File: src/inc/aer_pkg.sv
package aer_pkg;

    // Register byte offsets (word aligned)
    localparam logic [3:0] REG_ERROR_WORD = 4'h0;
    localparam logic [3:0] REG_CONFIG = 4'h4;
    localparam logic [3:0] REG_IRQ_STATUS = 4'h8;
    localparam logic [3:0] REG_IRQ_MASK = 4'hc;

    // Error word layout
    localparam int ERR_CLASS_LSB = 9;
    localparam int ERR_CLASS_MSB = 11;
    localparam int ERR_EXT_MSB = 8;
    localparam logic [2:0] CLASS_NONE = 3'h0;
    localparam logic [2:0] CLASS_HW = 3'h1;
    localparam logic [2:0] CLASS_CFG = 3'h2;
    localparam logic [8:0] EXT_GENERAL = 9'h000;
    localparam logic [8:0] EXT_POWERUP = 9'h001;
    localparam logic [8:0] EXT_HW_SPECIFIC = 9'h100;

    // Channel configuration: range 2 bits, filter 2 bits, format 2 bits per channel
    localparam int NUM_CH = 4;
    localparam int CFG_CH_W = 6;
    localparam int RANGE_LSB = 0;
    localparam int FILTER_LSB = 2;
    localparam int FORMAT_LSB = 4;
    localparam logic [1:0] RANGE_MAX = 2'h2;
    localparam logic [1:0] FILTER_MAX = 2'h2;
    localparam logic [1:0] FORMAT_MAX = 2'h1;
    localparam logic [23:0] CONFIG_RESET = 24'h000000;
    // Config error codes: range ch+1, filter ch+5, format ch+9
    localparam logic [8:0] EXT_RANGE_BASE = 9'h001;
    localparam logic [8:0] EXT_FILTER_BASE = 9'h005;
    localparam logic [8:0] EXT_FORMAT_BASE = 9'h009;

    // Interrupt status bits
    localparam int IRQ_HW = 0;
    localparam int IRQ_CFG = 1;
    localparam int IRQ_RANGE = 2;
    localparam logic [2:0] IRQ_MASK_RESET = 3'h0;

    // Self test duration
    localparam int SELFTEST_NS = 1000;
    localparam int CLK_NS = 10;
    localparam int SELFTEST_CYC = (SELFTEST_NS + CLK_NS - 1) / CLK_NS;

    // Data
    localparam int DATA_W = 16;

    typedef enum logic [1:0] {ST_RESET, ST_SELFTEST, ST_RUN, ST_FAULT} aer_state_type;

endpackage

File: src/core/aer_core.sv
// Functional notes
// - Any fault forces all analog outputs zero
// - Flag channel over/under range in input table
// - Hardware faults go to status, not data
// - Configuration faults signalled via extended field
// - Run self test sequence after power-up
// - Non-critical errors keep module running
// - Error word 16 bits, class 11:9, ext 8:0
// - Class field sits in bits 11 to 9
// - Class codes: 000 none, 001 hw, 010 config
// - No error means extended field zero
// - Hardware class carries general or specific code
// - Config class code names invalid option
// - Invalid config discarded, old config kept
// - Hex X200 is general hardware error
// - Hex X400 is general configuration error
//
// Implementation choices: the Avalon-MM interface to the registers and the register addresses.
module aer_core
    import aer_pkg::*;
(
    // Clock and reset
    input wire logic i_mclk,
    input wire logic i_resetn,
    // Avalon-MM slave
    input wire logic [3:0] i_avs_address,
    input wire logic i_avs_read,
    input wire logic i_avs_write,
    input wire logic [31:0] i_avs_writedata,
    output logic [31:0] o_avs_readdata,
    output logic o_avs_waitrequest,
    // Pins from analog front end
    input wire logic i_hw_fault,
    input wire logic i_selftest_fail,
    input wire logic [NUM_CH-1:0] i_over_range,
    input wire logic [NUM_CH-1:0] i_under_range,
    // Channel data
    input wire logic [NUM_CH*DATA_W-1:0] i_out_data,
    output logic [NUM_CH*DATA_W-1:0] o_analog_out,
    output logic [2*NUM_CH-1:0] o_range_flags,
    output logic [NUM_CH*CFG_CH_W-1:0] o_config,
    // Status
    output logic o_run,
    output logic o_critical,
    output logic o_irq
);

    // Pin synchronisers
    logic [1+2*NUM_CH:0] sync1_ff;
    logic [1+2*NUM_CH:0] sync2_ff;
    always_ff @(posedge i_mclk or negedge i_resetn) begin
        if (!i_resetn) begin
            sync1_ff <= '0;
            sync2_ff <= '0;
        end else begin
            sync1_ff <= {i_hw_fault, i_selftest_fail, i_over_range, i_under_range};
            sync2_ff <= sync1_ff;
        end
    end
    logic hw_fault_s;
    logic st_fail_s;
    logic [NUM_CH-1:0] over_s;
    logic [NUM_CH-1:0] under_s;
    assign {hw_fault_s, st_fail_s, over_s, under_s} = sync2_ff;

    // Power-up self test sequencer
    aer_state_type state_ff;
    logic [7:0] st_cnt_ff;
    always_ff @(posedge i_mclk or negedge i_resetn) begin
        if (!i_resetn) begin
            state_ff <= ST_RESET;
            st_cnt_ff <= '0;
        end else begin
            case (state_ff)
                ST_RESET: begin
                    state_ff <= ST_SELFTEST;
                    st_cnt_ff <= '0;
                end
                ST_SELFTEST: begin
                    if (st_fail_s || hw_fault_s) begin
                        state_ff <= ST_FAULT;
                    end else if (st_cnt_ff == 8'(SELFTEST_CYC - 1)) begin
                        state_ff <= ST_RUN;
                    end else begin
                        st_cnt_ff <= st_cnt_ff + 8'h01;
                    end
                end
                ST_RUN: begin
                    if (hw_fault_s) begin
                        state_ff <= ST_FAULT;
                    end
                end
                default: begin
                    state_ff <= ST_FAULT; // Critical: held until reset
                end
            endcase
        end
    end

    // Write decode, error word is read only
    logic wr_cfg;
    logic wr_sts;
    logic wr_msk;
    assign wr_cfg = i_avs_write && (i_avs_address == REG_CONFIG);
    assign wr_sts = i_avs_write && (i_avs_address == REG_IRQ_STATUS);
    assign wr_msk = i_avs_write && (i_avs_address == REG_IRQ_MASK);

    // Configuration validation, a range error beats filter beats format, lowest channel wins
    logic cfg_bad;
    logic [8:0] cfg_code;
    always_comb begin
        logic [CFG_CH_W-1:0] c;
        c = '0;
        cfg_bad = 1'b0;
        cfg_code = EXT_GENERAL;
        for (int ch = NUM_CH - 1; ch >= 0; ch--) begin
            c = i_avs_writedata[ch*CFG_CH_W +: CFG_CH_W];
            if (c[FORMAT_LSB +: 2] > FORMAT_MAX) begin
                cfg_bad = 1'b1;
                cfg_code = EXT_FORMAT_BASE + 9'(ch);
            end
        end
        for (int ch = NUM_CH - 1; ch >= 0; ch--) begin
            c = i_avs_writedata[ch*CFG_CH_W +: CFG_CH_W];
            if (c[FILTER_LSB +: 2] > FILTER_MAX) begin
                cfg_bad = 1'b1;
                cfg_code = EXT_FILTER_BASE + 9'(ch);
            end
        end
        for (int ch = NUM_CH - 1; ch >= 0; ch--) begin
            c = i_avs_writedata[ch*CFG_CH_W +: CFG_CH_W];
            if (c[RANGE_LSB +: 2] > RANGE_MAX) begin
                cfg_bad = 1'b1;
                cfg_code = EXT_RANGE_BASE + 9'(ch);
            end
        end
    end

    // Accepted configuration
    logic [NUM_CH*CFG_CH_W-1:0] cfg_ff;
    always_ff @(posedge i_mclk or negedge i_resetn) begin
        if (!i_resetn) begin
            cfg_ff <= CONFIG_RESET;
        end else if (wr_cfg && !cfg_bad) begin
            cfg_ff <= i_avs_writedata[NUM_CH*CFG_CH_W-1:0];
        end
    end
    assign o_config = cfg_ff;

    // Error word: class and extended code
    logic [2:0] class_ff;
    logic [8:0] ext_ff;
    always_ff @(posedge i_mclk or negedge i_resetn) begin
        if (!i_resetn) begin
            class_ff <= CLASS_HW; // Power-up reset state
            ext_ff <= EXT_POWERUP;
        end else if (state_ff == ST_FAULT) begin
            class_ff <= CLASS_HW;
            if (hw_fault_s) begin
                ext_ff <= EXT_HW_SPECIFIC;
            end else begin
                ext_ff <= EXT_GENERAL;
            end
        end else if (state_ff == ST_RUN && wr_cfg && cfg_bad) begin
            class_ff <= CLASS_CFG;
            ext_ff <= cfg_code;
        end else if (state_ff == ST_RUN && class_ff == CLASS_HW) begin
            class_ff <= CLASS_NONE; // Self test passed
            ext_ff <= EXT_GENERAL;
        end else if (state_ff == ST_RUN && wr_cfg) begin
            class_ff <= CLASS_NONE;
            ext_ff <= EXT_GENERAL;
        end
    end
    logic [15:0] err_word;
    assign err_word = {4'h0, class_ff, ext_ff};

    // Fault flag, set in every state other than run
    logic fault;
    assign fault = (state_ff != ST_RUN);

    // Outputs forced to zero on any fault
    always_ff @(posedge i_mclk or negedge i_resetn) begin
        if (!i_resetn) begin
            o_analog_out <= '0;
        end else if (fault || hw_fault_s || class_ff != CLASS_NONE) begin
            o_analog_out <= '0;
        end else begin
            o_analog_out <= i_out_data;
        end
    end

    // Per-channel range flags into the input table
    genvar g;
    generate
        for (g = 0; g < NUM_CH; g++) begin : g_rng
            always_ff @(posedge i_mclk or negedge i_resetn) begin
                if (!i_resetn) begin
                    o_range_flags[2*g +: 2] <= 2'h0;
                end else begin
                    o_range_flags[2*g +: 2] <= {over_s[g], under_s[g]};
                end
            end
        end
    endgenerate

    // Run and critical status
    always_ff @(posedge i_mclk or negedge i_resetn) begin
        if (!i_resetn) begin
            o_run <= 1'b0;
            o_critical <= 1'b0;
        end else begin
            o_run <= (state_ff == ST_RUN);
            o_critical <= (state_ff == ST_FAULT);
        end
    end

    // Sticky interrupt status, write one to clear, set wins
    logic [2:0] irq_sts_ff;
    logic [2:0] irq_msk_ff;
    logic [2:0] irq_set;
    assign irq_set[IRQ_HW] = (state_ff == ST_FAULT);
    assign irq_set[IRQ_CFG] = wr_cfg && cfg_bad;
    assign irq_set[IRQ_RANGE] = |(over_s | under_s);
    always_ff @(posedge i_mclk or negedge i_resetn) begin
        if (!i_resetn) begin
            irq_sts_ff <= '0;
        end else begin
            irq_sts_ff <= irq_set | (irq_sts_ff & ~(wr_sts ? i_avs_writedata[2:0] : 3'h0));
        end
    end
    always_ff @(posedge i_mclk or negedge i_resetn) begin
        if (!i_resetn) begin
            irq_msk_ff <= IRQ_MASK_RESET;
        end else if (wr_msk) begin
            irq_msk_ff <= i_avs_writedata[2:0];
        end
    end
    always_ff @(posedge i_mclk or negedge i_resetn) begin
        if (!i_resetn) begin
            o_irq <= 1'b0;
        end else begin
            o_irq <= |(irq_sts_ff & irq_msk_ff);
        end
    end

    // Bus: one wait cycle, answer registered
    logic pend_ff;
    always_ff @(posedge i_mclk or negedge i_resetn) begin
        if (!i_resetn) begin
            pend_ff <= 1'b0;
        end else begin
            pend_ff <= (i_avs_read || i_avs_write) && !pend_ff;
        end
    end
    always_ff @(posedge i_mclk or negedge i_resetn) begin
        if (!i_resetn) begin
            o_avs_waitrequest <= 1'b1;
        end else begin
            o_avs_waitrequest <= !((i_avs_read || i_avs_write) && !pend_ff);
        end
    end
    always_ff @(posedge i_mclk or negedge i_resetn) begin
        if (!i_resetn) begin
            o_avs_readdata <= '0;
        end else if (i_avs_read && !pend_ff) begin
            if (i_avs_address == REG_ERROR_WORD) begin
                o_avs_readdata <= {16'h0000, err_word};
            end else if (i_avs_address == REG_CONFIG) begin
                o_avs_readdata <= 32'(cfg_ff);
            end else if (i_avs_address == REG_IRQ_STATUS) begin
                o_avs_readdata <= {29'h0, irq_sts_ff};
            end else if (i_avs_address == REG_IRQ_MASK) begin
                o_avs_readdata <= {29'h0, irq_msk_ff};
            end else begin
                o_avs_readdata <= '0;
            end
        end
    end

endmodule

File: config.mk
export PLATFORM = sky130hd
export DESIGN_NAME = aer_core
export DESIGN_NICKNAME = d
export VERILOG_FILES = /design/src/inc/aer_pkg.sv /design/src/core/aer_core.sv
export SDC_FILE = /design/constraint.sdc
export NUM_CORES = 1
export LEC_CHECK = 0
export BUFFER_PORTS_ARGS = -buffer_cell sky130_fd_sc_hd__buf_2
export CAP_MARGIN = 20
export CORE_UTILIZATION = 43
export DETAILED_ROUTE_END_ITERATION = 10
export PLACE_DENSITY = 0.81
export SLEW_MARGIN = 20
export SYNTH_ARGS = -nofsm -noshare
export SYNTH_HDL_FRONTEND = slang
export SYNTH_SLANG_ARGS = --single-unit
File: constraint.sdc
create_clock -name i_mclk -period 1.8 [get_ports i_mclk]
set_clock_uncertainty 0.05 [all_clocks]
set_input_delay 0.09 -clock i_mclk [delete_from_list [all_inputs] [get_ports i_mclk]]
set_output_delay 0.09 -clock i_mclk [all_outputs]
set_load 0.005 [all_outputs]
==> run metrics <==
DR iter-0 viols=278; final hold violations=0; worst setup margin=0.0171 ns; Placement Cell Area=0.00759 mm²; initial antenna violation count=1; largest area contributor in the netlist=dfrtp_1; clk buf depth=2; Final Setup Violations=0; PD cells=884 mW/mm²; Adder-Cell Fraction of Synth Area=0.204%; core footprint=0.0139 mm²; largest family of logic cells by synthesized area=simple AND/OR/NAND/NOR gates; critical path required time=2.05 ns; CP Max Fanout=5; Layout fillers=1010; setup TNS=0 ns; DP HPWL=10400 µm; Hold WS=0.0277 ns; post-synthesis simple-gate area fraction=15.4%; H-tree levels=4; design area=0.00926 mm²; Residual DRC=0; per-cell routed wire length=16.8 µm; Die ar.=0.0147 mm²; Seq/Total Area, Yosys=68.7%; Synth async-reset ratio=100%; Final Critical Period=1.78 ns; max cap viols=0; most common cell in the netlist=dfrtp_1; Buf/Inv on CP=3; slowest stage cell, crit path=dlygate4sd3_1; iteration count of the initial detailed-routing pass=4; clk_lat worst skew=0.42 ns; via/cell ratio=4.86; status=finished, final reports clean; final total power=8.19 mW; Hold WC Path Type=input pin to flop; Yosys reg bits=168; CP Class=input pin to flop; die width=121 µm; global route overflow=0; via count=4880; post-synthesis mux area share=5.13%; Synth Instances=469; post-route insts no fill=1005; clock sink count=168; GPL Wtd Cong=0.819; DRT Wirelength=16900 µm; number of routed nets with antenna violations=0; Die Span Y=121 µm; placed insts=877; Worst EP arrival=2.04 ns; XOR/XNOR share of the synthesized area=0%; fin util=66.7%; top cell family by delay on the critical path=buffers and inverters; Tcrit/Tclk final=99.0%; Cell variety after synth=51; leak pwr=4.91 nW; yosys warns=0; P&R area growth vs syn=51.2%; crit-path cells=dlygate4sd3_1 > buf_2 > nand2_1 > and3_4 > nand3_4 > nor2_4 > clkbuf_16 > mux2_2; CTS tree=built; share of layout cells above drive strength 1=38.7%; Max Fclk=561 MHz; Rows=43; clock transition at the registers of the reported paths=0.07 ns; post-synthesis compound-gate area fraction=7.46%; Setup crit end kind=flop; total CTS buffers=17; synthesized area=0.00613 mm²; CP peak stage delay=0.54 ns; Synth top area share=67.4%; Syn Area/Cell=13.1 µm²; top_reg_cell synth=dfrtp_1; Synth top cells by count=165 x dfrtp_1, 65 x and2_1, 58 x nand2_1, 29 x o21ai_0, 19 x mux2_2; Worst Setup Start Kind=input pin; Final Max Tran Viols=0; global-route wire length before repair=25500 µm; IO Port Bufs=229; root buffer cell=clkbuf_16; EDFF count, synth=0; VDD IR max=0.682 mV; pre-CTS WS=0.0314 ns; vias in the first global route=5070; initial cell density of the core=44.1%; Synth area leaders=dfrtp_1 67%, and2_1 6.6%, nand2_1 3.6%; largest net degree at the start of global routing=65; Final #Nets=926; # IOs=246; global-route usage over all layers=23.1%
## worst register-to-register path, stage by stage (launching register included)
cell and delay, ns:
dfrtp_1 0.41, ha_4 0.18, nand2b_4 0.06, or4_4 0.42
and3_4 0.21, a21o_1 0.15, a22o_1 0.17
## state kept, by name, indices dropped and copies added (netlist names), 3 cells and up
signal          flops
st_cnt_ff           8
irq_sts_ff          3
o_analog_out       64
sync1_ff           10
o_range_flags       8
o_config           24
ext_ff              5
irq_msk_ff          3
sync2_ff           10
o_avs_readdata     24
## routing by layer
metal	share of wire (%)	vias to the layer above	global-route usage, %
li1	-	2261	-
met5	0	-	0
met2	50	202	38.9
met3	7.7	28	7.14
met4	2.2	0	8.49
met1	40	2389	27.7
## placed cells by master, fill, tap and decap left out, drive strengths merged, types with 4 or more instances in the layout
master | Yosys | routed
a21o | 4 | 4
a21oi | 8 | 8
a22o | 12 | 12
a22oi | 4 | 4
and2 | 65 | 65
and3 | 6 | 6
buf | 13 | 242
clkbuf | 13 | 19
clkinv | 0 | 4
conb | 1 | 8
dfrtp | 165 | 165
dlygate4sd3 | 0 | 91
dlymetal6s4s | 0 | 7
inv | 10 | 16
mux2 | 21 | 21
nand2 | 58 | 58
nand2b | 4 | 4
nand3 | 7 | 7
nor2 | 8 | 8
nor2b | 5 | 5
nor4 | 4 | 4
o21ai | 29 | 29
## where the power goes
group          leakage [nW]  total (mW)  switching, mW  internal (mW)
registers              2.23        3.90         0.0434           3.85
clock network         0.290        3.69           1.59           2.10
logic                  2.40       0.595          0.275          0.320
total                  4.91        8.19           1.91           6.27
## path summary, 6_finish.rpt
check / from / to / slack [ns] / cells past startpoint
setup / recovery: i_avs_writedata[0] / o_config[13]$_DFFE_PN0P_ / 0.02 / 8
hold / removal: i_avs_writedata[23] / ext_ff[2]$_DFFE_PN0P_ / 0.03 / 4
setup reg to reg: st_cnt_ff[0]$_DFFE_PN0P_ / st_cnt_ff[6]$_DFFE_PN0P_ / 0.03 / 6
hold reg to reg: sync1_ff[2]$_DFF_PN0_ / sync2_ff[2]$_DFF_PN0_ / 0.30 / 0
max in group asynchronous: i_resetn / class_ff[0]$_DFFE_PN1P_ / 0.90 / 3
min in group asynchronous: i_resetn / o_analog_out[19]$_DFF_PN0_ / 0.11 / 2
## cell type report
type,instances,area [µm²],share of cell area (%)
multi-input cells,272,1800,19.5
repair buffers,342,2370,25.6
well taps,180,225,2.43
diodes,1,2.50,0.0270
flip-flops and latches,168,4210,45.4
clock buffers,17,425,4.59
inverters,10,37.5,0.405
clock inverters,15,186,2.01
## timing repair
action / 4_1_cts / 5_1_grt
setup buffers: 0 / 2
endpoints found under the hold margin: 266 / 0
resized for setup: 0 / 12
hold buffers: 98 / 0
setup endpoints to repair: 0 / 21
## kinds of logic (layout without fill, tap and decap cells)
logic type                 after synthesis  after routing
AOI/OAI and AO/OA                       69             69
adders and majority gates                1              1
buffers and inverters                   36            384
DFF                                    168            168
muxes                                   25             25
other                                    1              9
and+or+nand+nor                        169            169
Power figures use the tool's default switching activity.
